### src/peripheral_transfer_map.svh
// Purpose: Offsets, field positions and reset values of the transfer engine
// Assumes: Byte addresses within the peripheral's 4 KB register window
// Notes: Included by bare name wherever a constant is needed
`ifndef PERIPHERAL_TRANSFER_MAP_SVH
`define PERIPHERAL_TRANSFER_MAP_SVH

// APB address width seen by the block
`define XFER_AW 12
// Channel register offsets
`define OFS_RX_PTR 12'h100
`define OFS_RX_CNT 12'h104
`define OFS_TX_PTR 12'h108
`define OFS_TX_CNT 12'h10C
`define OFS_RX_NPTR 12'h110
`define OFS_RX_NCNT 12'h114
`define OFS_TX_NPTR 12'h118
`define OFS_TX_NCNT 12'h11C
`define OFS_CTRL 12'h120
`define OFS_STATE 12'h124
// Event status, enable and clear registers
`define OFS_EVT_STAT 12'h128
`define OFS_EVT_EN 12'h12C
`define OFS_EVT_CLR 12'h130
// Control and state bit positions
`define BIT_RX_EN 0
`define BIT_RX_DIS 1
`define BIT_TX_EN 8
`define BIT_TX_DIS 9
// Event bit positions
`define EVT_RX_DONE 0
`define EVT_RX_FULL 1
`define EVT_TX_DONE 2
`define EVT_TX_EMPTY 3
`define EVT_W 4
// Reset values
`define RST_PTR 32'h0000_0000
`define RST_CNT 16'h0000
`define RST_EVT 4'h0
// Pointer steps per transfer unit
`define INC_BYTE 3'h1
`define INC_HALF 3'h2
`define INC_WORD 3'h4

`endif

### src/peripheral_transfer_pkg.sv
// Purpose: Types shared by the transfer engine files
// Assumes: Nothing beyond the map header
// Notes: Unit codes match what the serial peripheral drives
package peripheral_transfer_pkg;

    // Size of one transfer unit
    typedef enum logic [1:0] {
        UNIT_BYTE = 2'h0,
        UNIT_HALF = 2'h1,
        UNIT_WORD = 2'h2
    } xfer_unit_e;

endpackage

### src/xfer_channel.sv
// Purpose: Current and next pointer/count pair of one transfer direction
// Assumes: One step per cycle at most; step ignored when count is zero
// Notes: A software write in the same cycle as a step wins for that register
`timescale 1ns/1ns
`include "peripheral_transfer_map.svh"

module xfer_channel #(
    parameter int CNT_W = 16
) (
    input wire logic mclk,
    input wire logic nrst,
    input wire logic wr_cur_ptr,
    input wire logic wr_cur_cnt,
    input wire logic wr_nxt_ptr,
    input wire logic wr_nxt_cnt,
    input wire logic [31:0] wdata,
    input wire logic step,
    input wire logic [2:0] step_inc,
    output logic [31:0] cur_ptr,
    output logic [CNT_W-1:0] cur_cnt,
    output logic [31:0] nxt_ptr,
    output logic [CNT_W-1:0] nxt_cnt,
    output logic end_evt,
    output logic buf_evt
);

    // Counts wider than the register field cannot be reached by software
    if (CNT_W < 1 || CNT_W > 16) begin : g_bad_cnt
        $error("CNT_W must be 1 to 16");
    end

    logic [31:0] cur_ptr_r, cur_ptr_nxt, nxt_ptr_r, nxt_ptr_nxt;
    logic [CNT_W-1:0] cur_cnt_r, cur_cnt_nxt, nxt_cnt_r, nxt_cnt_nxt;
    logic end_r, end_nxt, buf_r, buf_nxt;

    // Step, reload and software writes
    always_comb begin
        cur_ptr_nxt = cur_ptr_r;
        cur_cnt_nxt = cur_cnt_r;
        nxt_ptr_nxt = nxt_ptr_r;
        nxt_cnt_nxt = nxt_cnt_r;
        end_nxt = 1'b0;
        buf_nxt = 1'b0;
        // A zero count never moves data
        if (step && cur_cnt_r != '0) begin
            cur_ptr_nxt = cur_ptr_r + 32'(step_inc);
            cur_cnt_nxt = cur_cnt_r - CNT_W'(1);
            if (cur_cnt_r == CNT_W'(1)) begin
                end_nxt = 1'b1;
                if (nxt_cnt_r != '0) begin
                    // Chain into the next buffer
                    cur_ptr_nxt = nxt_ptr_r;
                    cur_cnt_nxt = nxt_cnt_r;
                    nxt_ptr_nxt = '0;
                    nxt_cnt_nxt = '0;
                end else begin
                    buf_nxt = 1'b1;
                end
            end
        end
        // Software wins so a reprogram is never lost
        if (wr_cur_ptr) begin
            cur_ptr_nxt = wdata;
        end
        if (wr_cur_cnt) begin
            cur_cnt_nxt = wdata[CNT_W-1:0];
        end
        if (wr_nxt_ptr) begin
            nxt_ptr_nxt = wdata;
        end
        if (wr_nxt_cnt) begin
            nxt_cnt_nxt = wdata[CNT_W-1:0];
        end
    end

    // Registers only
    always_ff @(posedge mclk or negedge nrst) begin
        if (!nrst) begin
            cur_ptr_r <= `RST_PTR;
            cur_cnt_r <= '0;
            nxt_ptr_r <= `RST_PTR;
            nxt_cnt_r <= '0;
            end_r <= 1'b0;
            buf_r <= 1'b0;
        end else begin
            cur_ptr_r <= cur_ptr_nxt;
            cur_cnt_r <= cur_cnt_nxt;
            nxt_ptr_r <= nxt_ptr_nxt;
            nxt_cnt_r <= nxt_cnt_nxt;
            end_r <= end_nxt;
            buf_r <= buf_nxt;
        end
    end

    assign cur_ptr = cur_ptr_r;
    assign cur_cnt = cur_cnt_r;
    assign nxt_ptr = nxt_ptr_r;
    assign nxt_cnt = nxt_cnt_r;
    assign end_evt = end_r;
    assign buf_evt = buf_r;

endmodule

### src/peripheral_transfer_engine.sv
// Purpose: Register block and sequencing of one receive/transmit channel pair
// Assumes: Peripheral requests and unit codes are synchronous to mclk
// Notes: Memory master port lives outside; strobes here name the address
`timescale 1ns/1ns
`include "peripheral_transfer_map.svh"

// How it works
// - Thirteen registers at fixed offsets 0x100 to 0x130
// - Half duplex keeps receive and transmit pointers equal
// - Half duplex keeps receive and transmit counts equal
// - Zero receive count stops receive data movement
// - Nonzero count moves data only when enabled
// - Decrement count; reload from next, else stop
// - Pointer advances by one, two or four
// - Done at zero, buffer flag when both zero
// - Control enables unless disable set; state reports
module peripheral_transfer_engine #(
    parameter int CNT_W = 16,
    parameter bit HALF_DUPLEX = 1'b0
) (
    input wire logic mclk,
    input wire logic nrst,
    input wire logic psel,
    input wire logic penable,
    input wire logic pwrite,
    input wire logic [`XFER_AW-1:0] paddr,
    input wire logic [31:0] pwdata,
    output logic [31:0] prdata,
    output logic pready,
    output logic pslverr,
    input wire logic rx_ready,
    input wire logic [1:0] rx_unit,
    input wire logic tx_ready,
    input wire logic [1:0] tx_unit,
    output logic rx_xfer_strobe,
    output logic [31:0] rx_xfer_addr,
    output logic tx_xfer_strobe,
    output logic [31:0] tx_xfer_addr,
    output logic rx_segment_done,
    output logic rx_buffers_full,
    output logic tx_segment_done,
    output logic tx_buffers_empty,
    output logic irq
);

    // Larger counts would not fit the 16-bit register field
    if (CNT_W < 1 || CNT_W > 16) begin : g_bad_cnt
        $error("CNT_W must be 1 to 16");
    end

    // Pointer step for one unit; unused code treated as a word
    function automatic logic [2:0] unit_inc(input logic [1:0] u);
        case (peripheral_transfer_pkg::xfer_unit_e'(u))
            peripheral_transfer_pkg::UNIT_BYTE: unit_inc = `INC_BYTE;
            peripheral_transfer_pkg::UNIT_HALF: unit_inc = `INC_HALF;
            default: unit_inc = `INC_WORD;
        endcase
    endfunction

    // Bus phases
    logic setup_ph, wr_acc;
    // Decoded write strobes
    logic w_rpr, w_rcr, w_tpr, w_tcr, w_rnpr, w_rncr, w_tnpr, w_tncr;
    logic w_ctrl, w_en, w_clr;
    // Read mux output and hit
    logic [31:0] rd_val;
    logic hit;
    // Channel views
    logic [31:0] rx_cur_ptr, rx_nxt_ptr, tx_cur_ptr, tx_nxt_ptr;
    logic [CNT_W-1:0] rx_cur_cnt, rx_nxt_cnt, tx_cur_cnt, tx_nxt_cnt;
    logic rx_end_evt, rx_buf_evt, tx_end_evt, tx_buf_evt;
    // Channel strobes after half duplex aliasing
    logic c_rpr, c_rcr, c_rnpr, c_rncr, c_tpr, c_tcr, c_tnpr, c_tncr;
    // Transfer qualifiers
    logic rx_go, tx_go, rx_step, tx_step;
    logic [2:0] rx_inc, tx_inc;
    // Enable state
    logic rx_en_r, rx_en_nxt, tx_en_r, tx_en_nxt;
    // Peripheral flags
    logic rx_done_r, rx_done_nxt, rx_full_r, rx_full_nxt;
    logic tx_done_r, tx_done_nxt, tx_empty_r, tx_empty_nxt;
    logic rx_clr, tx_clr;
    // Event status and enable
    logic [`EVT_W-1:0] evt_stat_r, evt_stat_nxt, evt_en_r, evt_en_nxt, evt_set;
    // Strobe outputs
    logic rx_stb_r, rx_stb_nxt, tx_stb_r, tx_stb_nxt;
    logic [31:0] rx_addr_r, rx_addr_nxt, tx_addr_r, tx_addr_nxt;
    // Bus answer registers
    logic [31:0] prdata_r, prdata_nxt;
    logic pslverr_r, pslverr_nxt;

    assign setup_ph = psel && !penable;
    // Zero wait states, so every access phase completes
    assign wr_acc = psel && penable && pwrite;

    // Address decode and read mux
    always_comb begin
        rd_val = 32'h0000_0000;
        hit = 1'b1;
        if (paddr == `OFS_RX_PTR) begin
            rd_val = rx_cur_ptr;
        end else if (paddr == `OFS_RX_CNT) begin
            rd_val = 32'(rx_cur_cnt);
        end else if (paddr == `OFS_TX_PTR) begin
            rd_val = tx_cur_ptr;
        end else if (paddr == `OFS_TX_CNT) begin
            rd_val = 32'(tx_cur_cnt);
        end else if (paddr == `OFS_RX_NPTR) begin
            rd_val = rx_nxt_ptr;
        end else if (paddr == `OFS_RX_NCNT) begin
            rd_val = 32'(rx_nxt_cnt);
        end else if (paddr == `OFS_TX_NPTR) begin
            rd_val = tx_nxt_ptr;
        end else if (paddr == `OFS_TX_NCNT) begin
            rd_val = 32'(tx_nxt_cnt);
        end else if (paddr == `OFS_CTRL) begin
            // Write-only, reads as zero
            rd_val = 32'h0000_0000;
        end else if (paddr == `OFS_STATE) begin
            rd_val[`BIT_RX_EN] = rx_en_r;
            rd_val[`BIT_TX_EN] = tx_en_r;
        end else if (paddr == `OFS_EVT_STAT) begin
            rd_val = 32'(evt_stat_r);
        end else if (paddr == `OFS_EVT_EN) begin
            rd_val = 32'(evt_en_r);
        end else if (paddr == `OFS_EVT_CLR) begin
            rd_val = 32'h0000_0000;
        end else begin
            hit = 1'b0;
        end
    end

    // Write strobes; read-only offsets simply ignore writes
    assign w_rpr = wr_acc && paddr == `OFS_RX_PTR;
    assign w_rcr = wr_acc && paddr == `OFS_RX_CNT;
    assign w_tpr = wr_acc && paddr == `OFS_TX_PTR;
    assign w_tcr = wr_acc && paddr == `OFS_TX_CNT;
    assign w_rnpr = wr_acc && paddr == `OFS_RX_NPTR;
    assign w_rncr = wr_acc && paddr == `OFS_RX_NCNT;
    assign w_tnpr = wr_acc && paddr == `OFS_TX_NPTR;
    assign w_tncr = wr_acc && paddr == `OFS_TX_NCNT;
    assign w_ctrl = wr_acc && paddr == `OFS_CTRL;
    assign w_en = wr_acc && paddr == `OFS_EVT_EN;
    assign w_clr = wr_acc && paddr == `OFS_EVT_CLR;

    // Half duplex: either name writes both channels, so they stay equal
    assign c_rpr = w_rpr || (HALF_DUPLEX && w_tpr);
    assign c_tpr = w_tpr || (HALF_DUPLEX && w_rpr);
    assign c_rcr = w_rcr || (HALF_DUPLEX && w_tcr);
    assign c_tcr = w_tcr || (HALF_DUPLEX && w_rcr);
    assign c_rnpr = w_rnpr || (HALF_DUPLEX && w_tnpr);
    assign c_tnpr = w_tnpr || (HALF_DUPLEX && w_rnpr);
    assign c_rncr = w_rncr || (HALF_DUPLEX && w_tncr);
    assign c_tncr = w_tncr || (HALF_DUPLEX && w_rncr);

    // Requests honoured only when enabled with data left
    assign rx_go = rx_ready && rx_en_r && rx_cur_cnt != '0;
    assign tx_go = tx_ready && tx_en_r && tx_cur_cnt != '0;
    // Shared channel steps on either direction in half duplex
    assign rx_step = rx_go || (HALF_DUPLEX && tx_go);
    assign tx_step = tx_go || (HALF_DUPLEX && rx_go);
    assign rx_inc = (HALF_DUPLEX && tx_go) ? unit_inc(tx_unit) : unit_inc(rx_unit);
    assign tx_inc = (HALF_DUPLEX && rx_go) ? unit_inc(rx_unit) : unit_inc(tx_unit);

    // Receive channel registers
    xfer_channel #(
        .CNT_W(CNT_W)
    ) u_rx (
        .mclk(mclk),
        .nrst(nrst),
        .wr_cur_ptr(c_rpr),
        .wr_cur_cnt(c_rcr),
        .wr_nxt_ptr(c_rnpr),
        .wr_nxt_cnt(c_rncr),
        .wdata(pwdata),
        .step(rx_step),
        .step_inc(rx_inc),
        .cur_ptr(rx_cur_ptr),
        .cur_cnt(rx_cur_cnt),
        .nxt_ptr(rx_nxt_ptr),
        .nxt_cnt(rx_nxt_cnt),
        .end_evt(rx_end_evt),
        .buf_evt(rx_buf_evt)
    );

    // Transmit channel registers
    xfer_channel #(
        .CNT_W(CNT_W)
    ) u_tx (
        .mclk(mclk),
        .nrst(nrst),
        .wr_cur_ptr(c_tpr),
        .wr_cur_cnt(c_tcr),
        .wr_nxt_ptr(c_tnpr),
        .wr_nxt_cnt(c_tncr),
        .wdata(pwdata),
        .step(tx_step),
        .step_inc(tx_inc),
        .cur_ptr(tx_cur_ptr),
        .cur_cnt(tx_cur_cnt),
        .nxt_ptr(tx_nxt_ptr),
        .nxt_cnt(tx_nxt_cnt),
        .end_evt(tx_end_evt),
        .buf_evt(tx_buf_evt)
    );

    // Enable control; disable always beats enable
    always_comb begin
        rx_en_nxt = rx_en_r;
        tx_en_nxt = tx_en_r;
        if (w_ctrl) begin
            if (HALF_DUPLEX) begin
                // One direction at a time; receive enable takes priority
                if (pwdata[`BIT_RX_DIS] || pwdata[`BIT_TX_DIS]) begin
                    rx_en_nxt = 1'b0;
                    tx_en_nxt = 1'b0;
                end else if (pwdata[`BIT_RX_EN]) begin
                    rx_en_nxt = 1'b1;
                    tx_en_nxt = 1'b0;
                end else if (pwdata[`BIT_TX_EN]) begin
                    tx_en_nxt = 1'b1;
                    rx_en_nxt = 1'b0;
                end
            end else begin
                if (pwdata[`BIT_RX_DIS]) begin
                    rx_en_nxt = 1'b0;
                end else if (pwdata[`BIT_RX_EN]) begin
                    rx_en_nxt = 1'b1;
                end
                if (pwdata[`BIT_TX_DIS]) begin
                    tx_en_nxt = 1'b0;
                end else if (pwdata[`BIT_TX_EN]) begin
                    tx_en_nxt = 1'b1;
                end
            end
        end
    end

    always_ff @(posedge mclk or negedge nrst) begin
        if (!nrst) begin
            rx_en_r <= 1'b0;
            tx_en_r <= 1'b0;
        end else begin
            rx_en_r <= rx_en_nxt;
            tx_en_r <= tx_en_nxt;
        end
    end

    // Peripheral flags: a nonzero count write clears, a new event wins
    assign rx_clr = (c_rcr || c_rncr) && pwdata[CNT_W-1:0] != '0;
    assign tx_clr = (c_tcr || c_tncr) && pwdata[CNT_W-1:0] != '0;

    always_comb begin
        rx_done_nxt = rx_end_evt || (rx_done_r && !rx_clr);
        rx_full_nxt = rx_buf_evt || (rx_full_r && !rx_clr);
        tx_done_nxt = tx_end_evt || (tx_done_r && !tx_clr);
        tx_empty_nxt = tx_buf_evt || (tx_empty_r && !tx_clr);
    end

    always_ff @(posedge mclk or negedge nrst) begin
        if (!nrst) begin
            rx_done_r <= 1'b0;
            rx_full_r <= 1'b0;
            tx_done_r <= 1'b0;
            tx_empty_r <= 1'b0;
        end else begin
            rx_done_r <= rx_done_nxt;
            rx_full_r <= rx_full_nxt;
            tx_done_r <= tx_done_nxt;
            tx_empty_r <= tx_empty_nxt;
        end
    end

    // Sticky events; set beats a clear in the same cycle
    always_comb begin
        evt_set = '0;
        evt_set[`EVT_RX_DONE] = rx_end_evt;
        evt_set[`EVT_RX_FULL] = rx_buf_evt;
        evt_set[`EVT_TX_DONE] = tx_end_evt;
        evt_set[`EVT_TX_EMPTY] = tx_buf_evt;
        evt_stat_nxt = evt_stat_r;
        if (w_clr) begin
            evt_stat_nxt = evt_stat_r & ~pwdata[`EVT_W-1:0];
        end
        evt_stat_nxt = evt_stat_nxt | evt_set;
        evt_en_nxt = w_en ? pwdata[`EVT_W-1:0] : evt_en_r;
    end

    always_ff @(posedge mclk or negedge nrst) begin
        if (!nrst) begin
            evt_stat_r <= `RST_EVT;
            evt_en_r <= `RST_EVT;
        end else begin
            evt_stat_r <= evt_stat_nxt;
            evt_en_r <= evt_en_nxt;
        end
    end

    // Transfer strobes carry the address used before the step
    always_comb begin
        rx_stb_nxt = rx_go;
        tx_stb_nxt = tx_go;
        rx_addr_nxt = rx_go ? rx_cur_ptr : rx_addr_r;
        tx_addr_nxt = tx_go ? tx_cur_ptr : tx_addr_r;
    end

    always_ff @(posedge mclk or negedge nrst) begin
        if (!nrst) begin
            rx_stb_r <= 1'b0;
            tx_stb_r <= 1'b0;
            rx_addr_r <= `RST_PTR;
            tx_addr_r <= `RST_PTR;
        end else begin
            rx_stb_r <= rx_stb_nxt;
            tx_stb_r <= tx_stb_nxt;
            rx_addr_r <= rx_addr_nxt;
            tx_addr_r <= tx_addr_nxt;
        end
    end

    // Read data captured in setup; a step in that cycle shows next read
    always_comb begin
        prdata_nxt = prdata_r;
        pslverr_nxt = pslverr_r;
        if (setup_ph) begin
            prdata_nxt = pwrite ? 32'h0000_0000 : rd_val;
            pslverr_nxt = !hit;
        end
    end

    always_ff @(posedge mclk or negedge nrst) begin
        if (!nrst) begin
            prdata_r <= 32'h0000_0000;
            pslverr_r <= 1'b0;
        end else begin
            prdata_r <= prdata_nxt;
            pslverr_r <= pslverr_nxt;
        end
    end

    assign prdata = prdata_r;
    assign pready = 1'b1;
    assign pslverr = pslverr_r && psel && penable;
    assign rx_xfer_strobe = rx_stb_r;
    assign rx_xfer_addr = rx_addr_r;
    assign tx_xfer_strobe = tx_stb_r;
    assign tx_xfer_addr = tx_addr_r;
    assign rx_segment_done = rx_done_r;
    assign rx_buffers_full = rx_full_r;
    assign tx_segment_done = tx_done_r;
    assign tx_buffers_empty = tx_empty_r;
    assign irq = |(evt_stat_r & evt_en_r);

    logic rx_quiet;
    assign rx_quiet = !c_rpr && !c_rcr && !c_rnpr && !c_rncr;
endmodule

### config.mk
export PLATFORM = sky130hd
export DESIGN_NAME = peripheral_transfer_engine
export DESIGN_NICKNAME = d
export VERILOG_FILES = /design/src/peripheral_transfer_pkg.sv /design/src/xfer_channel.sv /design/src/peripheral_transfer_engine.sv
export VERILOG_INCLUDE_DIRS = /design/src
export SDC_FILE = /design/constraint.sdc
export NUM_CORES = 1
export LEC_CHECK = 0
export ABC_AREA = 1
export BUFFER_PORTS_ARGS = -buffer_cell sky130_fd_sc_hd__buf_2
export CORE_MARGIN = 4
export CORE_UTILIZATION = 45
export CTS_CLUSTER_DIAMETER = 120
export DETAILED_ROUTE_END_ITERATION = 12
export GPL_TIMING_DRIVEN = 0
export SYNTH_ARGS = -nofsm -noshare
export SYNTH_HDL_FRONTEND = slang
export SYNTH_SLANG_ARGS = --single-unit
### constraint.sdc
create_clock -name mclk -period 2.6 [get_ports mclk]
set_input_delay 0.13 -clock mclk [delete_from_list [all_inputs] [get_ports mclk]]
set_output_delay 0.13 -clock mclk [all_outputs]
set_load 0.05 [all_outputs]
Word level (Yosys, flattened, before mapping)
Cells that the tools add are included.
{"block": "totals", "regBits": 309, "in_bits": 55, "wordCells": 199}
{"block": "op_classes", "addsub": 4, "n_eq_ne": 17, "mux": 78, "n_bitwise": 4, "reduce_logical": 70}
{"op": "32-bit 2-to-1 mux", "count": 26}
{"op": "16-bit 2-to-1 mux", "count": 16}
{"op": "12-bit by 9-bit equality test with 1-bit output (second input constant)", "count": 13}
{"op": "16-bit nonzero test", "count": 5}
{"op": "32-bit by 3-bit adder with 32-bit output", "count": 2}
{"op": "2-bit nonzero test", "count": 18}
{"op": "16-bit by 1-bit equality test with 1-bit output (second input constant)", "count": 2}
{"op": "16-bit by 1-bit subtractor with 16-bit output (second input constant)", "count": 2}
{"op": "1-bit 2-to-1 mux", "count": 29}
{"op": "1-bit logical AND", "count": 28}
{"op": "23-bit 2-to-1 mux", "count": 1}
{"op": "4-bit 2-to-1 mux", "count": 3}
{"op": "3-bit case mux with 2 select lines", "count": 2}
{"op": "3-bit AND reduction", "count": 4}
{"op": "4-bit bitwise AND", "count": 2}
{"op": "7-bit 2-to-1 mux", "count": 1}
{"op": "1-bit logical OR", "count": 6}
{"op": "2-bit by 1-bit equality test with 1-bit output (second input constant)", "count": 2}
{"op": "1-bit logical NOT", "count": 4}
{"op": "2-bit logical NOT", "count": 2}
{"op": "4-bit inverter", "count": 1}
{"op": "4-bit bitwise OR", "count": 1}
{"op": "2-bit AND reduction", "count": 2}
{"op": "4-bit OR reduction", "count": 1}

Longest topological paths before layout
Gate-level depths: netlist of run 1.
{"block": "depth", "depth_word": 15, "mapped_depth": 17, "mapped_depth_nobuf": 17}

Hierarchy
Synthesis of run 1 repeated with hierarchy kept, for this count alone.
{"block": "unflattened", "hier_cells": 2861, "area_unflattened_um2": 19506.2}
{"module": "peripheral_transfer_engine", "instances": 1, "cells_each": 949, "area_per_inst_um2": 6621.4, "seq_area_each_um2": 2827.7}
{"module": "xfer_channel (u_rx)", "instances": 1, "cells_each": 1002, "area_per_inst_um2": 6581.3, "seq_area_each_um2": 2452.4}
{"module": "xfer_channel (u_tx)", "instances": 1, "cells_each": 910, "area_per_inst_um2": 6303.5, "seq_area_each_um2": 2452.4}

Worst setup path after synthesis of run 1
Ideal clock, no wire load.
{"block": "synth_path", "kind": "flip-flop to flip-flop", "start": "register u_tx.cur_ptr_r[0], in the netlist u_tx.cur_ptr[0]", "end": "register u_tx.cur_ptr_r[26], in the netlist u_tx.cur_ptr[26]", "setup_time_ps": 118, "arrival_time_ps": 2041, "slack_ps": 441, "stages_incl_launch_ff": 17, "period_less_slack_ps": 2159, "cell_sequence": "dfrtp_1 > ha_1 > inv_1 > fa_1 > inv_1 > nand2_1 > nand2_1 > nand2_1 > inv_1 > nand2_1 > nor2_1 > nand2_1 > nor2_1 > nand3_1 > nand2_1 > nand3_1 > a21o_1"}
{"block": "synth_between", "elab_chain_len": 5}
{"element": "start: declaration", "line_no": "xfer_channel.sv:32", "rtl": "logic [31:0] cur_ptr_r, cur_ptr_nxt, nxt_ptr_r, nxt_ptr_nxt;"}
{"element": "start signal: assignment", "line_no": "xfer_channel.sv:79", "rtl": "cur_ptr_r <= `RST_PTR;"}
{"element": "start signal: assignment", "line_no": "xfer_channel.sv:86", "rtl": "cur_ptr_r <= cur_ptr_nxt;"}
{"element": "32-bit by 3-bit adder with 32-bit output *", "line_no": "xfer_channel.sv:46", "rtl": "cur_ptr_nxt = cur_ptr_r + 32'(step_inc);"}
{"element": "32-bit 2-to-1 mux", "line_no": "xfer_channel.sv:50", "rtl": "if (nxt_cnt_r != '0) begin"}
{"element": "32-bit 2-to-1 mux *", "line_no": "xfer_channel.sv:48", "rtl": "if (cur_cnt_r == CNT_W'(1)) begin"}
{"element": "32-bit 2-to-1 mux *", "line_no": "xfer_channel.sv:45", "rtl": "if (step && cur_cnt_r != '0) begin"}
{"element": "32-bit 2-to-1 mux *", "line_no": "xfer_channel.sv:62", "rtl": "if (wr_cur_ptr) begin"}
Every way passes the cells marked *; elsewhere a longest branch is shown, timed or not. The select of a mux whose other input is x is not followed.
A chain may end at the register's enable or synchronous reset.

Worst setup path after layout of run 1
{"block": "layout_path", "start": "register u_tx.cur_ptr_r[2], in the netlist u_tx.cur_ptr[2]", "end": "register u_tx.cur_ptr_r[23], in the netlist u_tx.cur_ptr[23]"}
The elaborated chain is that of the path after synthesis.

==> results of run 1 <==
## metal layers
metal	routed length, µm	track usage [%]	share of wire (%)	vias up
li1	-	-	-	7896
met1	29900	47.1	43	8318
met2	30800	50.3	45	885
met3	6080	4.73	8.8	147
met4	2360	10.2	3.4	2
met5	16	0	0.023	-
## worst paths after layout
| kind | endpoint | slack, ns | cells past startpoint |
|---|---|---|---|
| worst max-delay path | u_tx.cur_ptr[23]$_DFFE_PN0P_ | 0.06 | 11 |
| worst min-delay path | u_rx.nxt_ptr[29]$_DFFE_PN0P_ | 0.03 | 3 |
| worst max register to register | u_tx.cur_ptr[23]$_DFFE_PN0P_ | 0.06 | 11 |
| worst min register to register | evt_stat_r[3]$_DFF_PN0_ | 0.44 | 2 |
| max in group asynchronous | prdata[26]$_DFFE_PN0P_ | 1.34 | 3 |
| min in group asynchronous | prdata[3]$_DFFE_PN0P_ | 0.23 | 2 |
## where the power goes
| part | internal (mW) | total (mW) | switching, mW |
|---|---|---|---|
| combinational | 0.156 | 0.641 | 0.485 |
| clock | 3.14 | 5.25 | 2.11 |
| sequential | 4.84 | 4.87 | 0.0316 |
## state kept, by name (all words and copies together) (netlist names), 32 cells and up
signal / count
u_rx.cur_ptr: 32
tx_xfer_addr: 32
u_tx.nxt_ptr: 32
u_rx.nxt_ptr: 32
rx_xfer_addr: 32
u_tx.cur_ptr: 32
prdata: 32
## cell usage in the layout (no fill, tap or decap), types with 4 or more instances in the layout
master                          instances
sky130_fd_sc_hd__inv_4                  4
sky130_fd_sc_hd__o21bai_1               8
sky130_fd_sc_hd__bufinv_16              4
sky130_fd_sc_hd__nand3_1              150
sky130_fd_sc_hd__nor2_1                95
sky130_fd_sc_hd__dlygate4sd3_1         23
sky130_fd_sc_hd__o21ai_0              169
sky130_fd_sc_hd__nand3_2               15
sky130_fd_sc_hd__o221ai_2              16
sky130_fd_sc_hd__buf_2                203
sky130_fd_sc_hd__nor2_4                 9
sky130_fd_sc_hd__buf_6                  9
sky130_fd_sc_hd__nand4_1               40
sky130_fd_sc_hd__inv_2                 15
sky130_fd_sc_hd__nand2_2               18
sky130_fd_sc_hd__clkinv_1              12
sky130_fd_sc_hd__a21oi_1               56
sky130_fd_sc_hd__nor2_8                 5
sky130_fd_sc_hd__nor3_1                31
sky130_fd_sc_hd__clkinv_2              11
sky130_fd_sc_hd__xor2_1                32
sky130_fd_sc_hd__or2_2                 10
sky130_fd_sc_hd__dfrtp_1              308
sky130_fd_sc_hd__o22ai_1              129
sky130_fd_sc_hd__clkbuf_16             37
sky130_fd_sc_hd__nor4_1                 5
sky130_fd_sc_hd__o211ai_2               8
sky130_fd_sc_hd__buf_4                 13
sky130_fd_sc_hd__nand2_4                7
sky130_fd_sc_hd__o211ai_1              32
sky130_fd_sc_hd__nor2_2                13
sky130_fd_sc_hd__clkbuf_8               5
sky130_fd_sc_hd__clkbuf_1              30
sky130_fd_sc_hd__o21ai_1               20
sky130_fd_sc_hd__nand2_1              478
sky130_fd_sc_hd__ha_1                  10
sky130_fd_sc_hd__a31o_2                 4
sky130_fd_sc_hd__a221oi_1              14
sky130_fd_sc_hd__o221ai_1              51
sky130_fd_sc_hd__inv_1                291
## timing repair
| action | in CTS | in global routing |
|---|---|---|
| pin swaps | 1 | 0 |
| endpoints found under the hold margin | 147 | 0 |
| buffers inserted | 1 | 0 |
| hold buffers | 23 | 0 |
| gates resized for setup | 6 | 19 |
| setup endpoints to repair | 8 | 31 |
## stage by stage
step | utilization, % | cell area [µm²] | hold slack [ns]
2_1_floorplan | - | 17500 | -0.166
4_1_cts | 53.1 | 20500 | 0.00681
3_5_place_dp | 49.4 | 19000 | 0.247
3_3_place_gp | 49.2 | 19000 | 0.360
6_report | 53.3 | 20500 | 0.0265
5_1_grt | 53.3 | 20500 | 0.0355
## logic make-up (layout without fill, tap and decap cells)
group,after synthesis,after routing
AO/OA/AOI/OAI,522,522
other,1,1
buffers and inverters,421,666
AND/OR/NAND/NOR,892,892
adder cells (fa/ha/maj),12,12
XOR/XNOR,34,34
flip-flops,309,309
## critical path, stage by stage (launching register included)
cell	delay, ns
sky130_fd_sc_hd__dfrtp_1	0.50
sky130_fd_sc_hd__ha_1	0.44
sky130_fd_sc_hd__nand2_1	0.10
sky130_fd_sc_hd__nand3_1	0.18
sky130_fd_sc_hd__inv_1	0.06
sky130_fd_sc_hd__nor2_1	0.24
sky130_fd_sc_hd__inv_1	0.14
sky130_fd_sc_hd__nor3_1	0.38
sky130_fd_sc_hd__or2_2	0.19
sky130_fd_sc_hd__nand3_1	0.06
sky130_fd_sc_hd__nand2_1	0.08
sky130_fd_sc_hd__o211ai_2	0.07
## final cells by class
type                    instances  area share [%]
plain buffers                  95            2.58
clock buffers                  46            4.92
clock inverters                15           0.896
inverters                     326            6.04
multi-input cells            1461            39.4
flip-flops and latches        309            37.7
well taps                     518            3.16
repair buffers                184            5.32
==> run summary, run 1 <==
The smallest clock period supported by the final layout is computed as 2.54 ns. For the worst setup path, the data required time is 3.03 ns. The number of clock buffers inserted by TritonCTS came out at 36.

In this run, the number of DRC markers left after iteration 0 of detailed routing was 1926. The worst hold path belongs to the class in -> reg. In the synthesized netlist the dominant register cell turns out to be sky130_fd_sc_hd__dfrtp_1. The worst path uses 97.8% of the clock period.

The worst setup slack before clock tree synthesis was -0.257 ns; the area share of the largest cell type after synthesis was 44.1%. In this run the remaining antenna-violating nets after routing total 0. Summing the sequential cell areas from Yosys gives 44.1% of the chip area.

Setup repair after global routing could not meet its margin everywhere. The total leakage power was 10.4 nW; the cell area after synthesis was 0.0175 mm². The tools report the number of max-slew violations in the final report as 0.

For this run, the total global-route usage over all layers was measured as 32.4%. Flip-flop and latch count after synthesis: 309. The total detailed-routing wirelength was 69200 µm; the worst setup slack after layout was 0.0576 ns. The post-synth net total was 2258; the actual transition at the worst max-transition pin was 1.01 ns. TritonCTS built the clock tree.

The number of global-route vias before repair is 16400. The combinational family with the most area after synthesis was simple AND/OR/NAND/NOR gates. The port buffer count came out at 158. The tools report the area taken by multi-input logic gates as 0.00810 mm². Synthesis handed over a netlist of 2191 instances. The fraction of final layout cells with drive strength greater than 1 was 17.7%.

The Yosys step of the flow raised 0 warnings. Summing the areas of all fa, ha and maj instances in the mapped netlist gives 0.942% of the synthesized area. Of the post-synthesis cell area, the part taken by muxes is 0%. Derived from the worst setup path, the maximum achievable clock frequency is 393 MHz. For the final setup violation count, the log shows 0.

The completed layout was analyzed and its total power is 10.8 mW. In the synthesized netlist the async set-or-reset flop fraction comes to 100%. The clock tree synthesis step divided the H-tree into 2 levels.

The simple-gate share of the synthesized area is 23.8%. Clock latency on the worst-skew pair, taken at its later pin, is 0.56 ns. Across the VDD grid, the largest voltage drop is 0.410 mV. The first global-routing pass estimated 103000 µm of wire. Summed over all failing endpoints, the final setup total negative slack is 0 ns.

The leading area contributor after synthesis was sky130_fd_sc_hd__dfrtp_1. The repair_antennas step left the layout with diodes totalling 0. The kind of start point of the critical path is a flop. For the die area, the log shows 0.0422 mm².

Entering global routing, the biggest net connects 107 pins. The routability-driven placement congestion ratio was 0.993; the detailed-routing iteration count for the pre-antenna-repair pass was 9. The run finished with clean final reports. The worst register-to-register path begins at u_tx.cur_ptr[2]$_DFFE_PN0P_. After global routing the overflow that remains totals 0. Yosys attributes the largest share of cell area to sky130_fd_sc_hd__dfrtp_1 (44%), sky130_fd_sc_hd__nand2_1 (10%), sky130_fd_sc_hd__inv_1 (6.2%). The clock arrives with 0.0252 ns of skew. The synthesized design contains 0 enable-type register cells.

By count the netlist is led by sky130_fd_sc_hd__nand2_1 (481), sky130_fd_sc_hd__dfrtp_1 (309), sky130_fd_sc_hd__inv_1 (291), sky130_fd_sc_hd__o21ai_0 (170), sky130_fd_sc_hd__nand3_1 (150). The run gives 3 as the clock tree buffer depth. Endpoint kind of the worst setup timing path: a flop. The DRC violation count after routing was 0. After detailed routing, the average wire length per cell comes to 23.4 µm. From bottom edge to top edge, the die measures 205 µm. The post-detailed-route via-to-cell ratio works out to 5.84. The count of non-filler cells in the finished layout was 2954.

Once placement completed, the tool counted placed cells totaling 2869. Count of final hold-check violations: 0. The tools report the number of fill cells as 3796. Across the whole layout, storage elements account for 0.00773 mm².

For the post-layout net count, the log shows 2480. The standard-cell row count came out at 72. Clock-pin slew was measured on the worst setup and hold paths at 0.06 ns. In the post-synthesis netlist, the cell with the most instances is sky130_fd_sc_hd__nand2_1. Max-slew headroom at the worst pin: 32.6%. In this run the mean area of a mapped cell was 8.00 µm². The relative area change from synthesis to final layout works out to 17.2%.

The tools report the clock sink count as 309. The top fanout value on the critical path came out at 5. Critical hold path startpoint: pwdata[29]. The critical path in this run is classified as reg -> reg. The routed layout has 17200 vias. Number of antenna violations at the first check in global routing: 1. The die is 205 µm wide. Once detailed placement completed, the half-perimeter wirelength came to 53100 µm. The logs give 56 for the number of distinct library cell variants in the gate-level netlist after synthesis and 2.97 ns for the arrival time of data at the critical path endpoint. Summing the areas of all compound-gate instances in the mapped netlist gives 19.4% of the synthesized area.

The total I/O pin count was 160. The total area inside the core boundary comes to 0.0386 mm². The worst setup path startpoint is u_tx.cur_ptr[2]$_DFFE_PN0P_. Of the total synthesized cell area, the portion taken by XOR and XNOR cells is 1.70%.

Dividing total power by cell area gives a power density of 524 mW/mm². Clock root buffer master: sky130_fd_sc_hd__clkbuf_16. The tool flagged a number of max-cap violations equal to 0. Once the floorplan was initialized, standard cells occupied 45.5% of the core.
(Power assumes the default switching activity.)
==> inputs of run 2 (changes only) <==
==> constraint.sdc (replaced) <==
create_clock -name mclk -period 2.6 [get_ports mclk]
set_input_delay 0.52 -clock mclk [delete_from_list [all_inputs] [get_ports mclk]]
set_output_delay 0.52 -clock mclk [all_outputs]
set_load 0.05 [all_outputs]
==> run summary, run 2 (same netlist as run 1, synthesis figures left out) <==
The tools report the clock root buffer master as sky130_fd_sc_hd__clkbuf_16 (unchanged). The post-layout net count is 2457 (was 2480), and the largest net degree at the start of global routing is 107 (unchanged). The tools report the total detailed-routing wirelength as 68800 µm (was 69200 µm).

The most common library cell in the layout ignoring fill and taps was sky130_fd_sc_hd__nand2_1 (unchanged). The number of DRC violations after detailed-routing iteration 0 is 1996 (was 1926), and the number of antenna violations at the first check in global routing is 1 (unchanged). Number of clock buffers inserted by TritonCTS: 36 (unchanged).

The run gives 102000 µm (was 103000 µm) as the global-route wire length before repair. The top fanout value on the critical path is 5 (unchanged). TritonCTS built the clock tree. The DRC violation count after routing is 0 (unchanged).

The tools report the overall global routing resource usage as 32.2% (was 32.4%). The number of buffers added to fix hold violations after cts is 0 (was 23), and the number of fill cells is 3815 (was 3796). The run gives 0 (unchanged) as the number of violations of the max-capacitance limit. The run finished with clean final reports. Number of max-slew violations in the final report: 0 (unchanged). The arrival time of data at the critical path endpoint was 2.94 ns (was 2.97 ns). The final setup violation count is 0 (unchanged). The power density of the placed cells came out at 529 mW/mm² (was 524 mW/mm²).

The detailed-routing iteration count for the pre-antenna-repair pass came out at 6 (was 9). Sequence of cells on the critical path: ha_1 -> nand2_1 -> nand3_1 -> inv_1 -> nor2_1 -> inv_1 -> nor3_1 -> or2_2 -> nand3_1 -> nand2_1 -> o211ai_2 (unchanged). The critical path's slowest cell was sky130_fd_sc_hd__dfrtp_1 (unchanged).

The logs give 0.0386 mm² (unchanged) for the core region area and 45.5% (unchanged) for the initial cell density of the core. The final worst-path cycle share was 96.6% (was 97.8%). The class of the tightest hold or removal check is in -> async (was in -> reg). Commonest cells after routing, fill and taps aside: sky130_fd_sc_hd__nand2_1 (478), sky130_fd_sc_hd__dfrtp_1 (308), sky130_fd_sc_hd__inv_1 (291) (unchanged). The startpoint-to-endpoint class of the critical path is reg -> reg (unchanged).

The logs give 398 MHz (was 393 MHz) for the highest clock frequency the design can meet and 0.993 (unchanged) for the routability-driven placement congestion ratio. The clock network latency to the later pin of the worst-skew pair is 0.56 ns (about the same), and the time the worst path needs with I/O delays and setup is 2.51 ns (was 2.54 ns). The post-detailed-route via-to-cell ratio came out at 5.87 (was 5.84). The run gives 3.03 ns (about the same) as the data required time at the worst endpoint.

The number of antenna repair diodes was 0 (unchanged). The tools report the total I/O pin count as 160 (unchanged). The tools report the power consumption as 10.7 mW (was 10.8 mW).

The relative area change from synthesis to final layout is 15.9% (was 17.2%). The number of global-route vias before repair was 16300 (was 16400); the total leakage power was 10.2 nW (was 10.4 nW). The die area is 0.0422 mm² (unchanged), and the actual transition at the worst max-transition pin is 0.996 ns (was 1.01 ns).

The run gives 2 (unchanged) as the number of levels in the clock H-tree. The standard-cell row count is 72 (unchanged). The endpoint kind of the worst setup timing path is a flop (unchanged). The port buffer count is 158 (unchanged), and the clock-pin slew reported for the worst setup and hold paths after clock tree synthesis is 0.06 ns (about the same).

The kind of start point of the critical path was a flop (unchanged). For the maximum ir drop on the vdd rail, the log shows 0.410 mV (about the same). The max-slew headroom at the worst pin is 33.6% (was 32.6%), and the clock sink count is 309 (unchanged). For the total vias in the final route, the log shows 17200 (about the same). The combined buffer and inverter count along the critical path was 2 (unchanged); the total half-perimeter wirelength after legalization and detailed placement was 53100 µm (unchanged). The cell family contributing the most delay on the critical path is simple AND/OR/NAND/NOR gates (unchanged). For the final standard cell utilization of the core, the log shows 52.7% (was 53.3%). The delay of the slowest cell on the worst path is 0.49 ns (was 0.50 ns), and the per-cell routed wire length is 23.5 µm (was 23.4 µm).

Setup repair after global routing could not meet its margin everywhere. The fraction of final layout cells with drive strength greater than 1 came out at 17.8% (was 17.7%). The clock tree buffer depth is 3 (unchanged). The height of the chip works out to 205 µm (unchanged). The horizontal die dimension was 205 µm (unchanged). For the maximum clock skew at final layout, the log shows 0.0246 ns (was 0.0252 ns). The remaining global-route overflow came out at 0 (unchanged). Count of final hold-check violations: 0 (unchanged). The tools report the number of routed nets with antenna violations as 0 (unchanged).
-- run 2: stage by stage --
step | setup WS (ns) | std cells | hold slack, ns | TNS, ns | instance area, µm²
after floorplan | 0.199 | 2191 | 0.224 | 0 | 17500
after global placement | -4.95 | 2867 | 0.429 | -1521.68 | 19000
after detailed placement | -0.512 | 2869 | 0.441 | -5.18 | 19000
after CTS | 0.0205 | 2931 | 0.0488 | 0 | 20200
after global routing | -0.0240 | 2931 | 0.108 | -0.0954 | 20300
final | 0.0896 | 2931 | 0.0236 | 0 | 20300
-- run 2: path summary, 6_finish.rpt --
| kind | startpoint | to | slack (ns) | cells past startpoint |
|---|---|---|---|---|
| max reg2reg | u_tx.cur_ptr[2]$_DFFE_PN0P_ | u_tx.cur_ptr[23]$_DFFE_PN0P_ | 0.09 | 11 |
| max in group asynchronous | nrst | prdata[26]$_DFFE_PN0P_ | 1.54 | 2 |
| min reg2reg | u_tx.buf_evt$_DFF_PN0_ | evt_stat_r[3]$_DFF_PN0_ | 0.44 | 2 |
| max | u_tx.cur_ptr[2]$_DFFE_PN0P_ | u_tx.cur_ptr[23]$_DFFE_PN0P_ | 0.09 | 11 |
| min | nrst | prdata[4]$_DFFE_PN0P_ | 0.02 | 1 |
| min in group mclk | pwdata[1] | rx_en_r$_DFFE_PN0P_ | 0.21 | 2 |
-- run 2: where the power goes --
group	total, mW	switching [mW]	internal (mW)
clock network	5.25	2.11	3.14
registers	4.87	0.0316	4.84
logic	0.617	0.481	0.136
total	10.7	2.62	8.11
-- run 2: final cells by class --
type                            count  area (µm²)  area share [%]
Buffer                             95         529            2.61
Clock buffer                       46        1010            4.97
Clock inverter                     15         184           0.906
Inverter                          326        1240            6.11
Multi-Input combinational cell   1461        8100            39.9
Sequential cell                   309        7730            38.1
Tap cell                          518         648            3.19
Timing Repair Buffer              161         863            4.25
-- run 2: what timing repair did --
| action | CTS | global route |
|---|---|---|
| pin swaps | 1 | 0 |
| endpoints found under the setup margin | 8 | 31 |
| setup buffers | 1 | 0 |
| endpoints found under the hold margin | 0 | 0 |
| gates resized for setup | 6 | 19 |
-- run 2: worst register-to-register path, stage by stage, from the launching register on --
cell and delay [ns]:
sky130_fd_sc_hd__dfrtp_1 0.49, sky130_fd_sc_hd__ha_1 0.43, sky130_fd_sc_hd__nand2_1 0.10, sky130_fd_sc_hd__nand3_1 0.18, sky130_fd_sc_hd__inv_1 0.06, sky130_fd_sc_hd__nor2_1 0.23
sky130_fd_sc_hd__inv_1 0.14, sky130_fd_sc_hd__nor3_1 0.37, sky130_fd_sc_hd__or2_2 0.19, sky130_fd_sc_hd__nand3_1 0.06, sky130_fd_sc_hd__nand2_1 0.08, sky130_fd_sc_hd__o211ai_2 0.07
-- run 2: metal layers --
metal	wire [µm]	up-vias	track usage, %
li1	-	7855	-
met1	30200	8320	46.8
met2	30600	870	49.8
met3	5670	145	4.71
met4	2270	2	10.3
met5	16	-	0
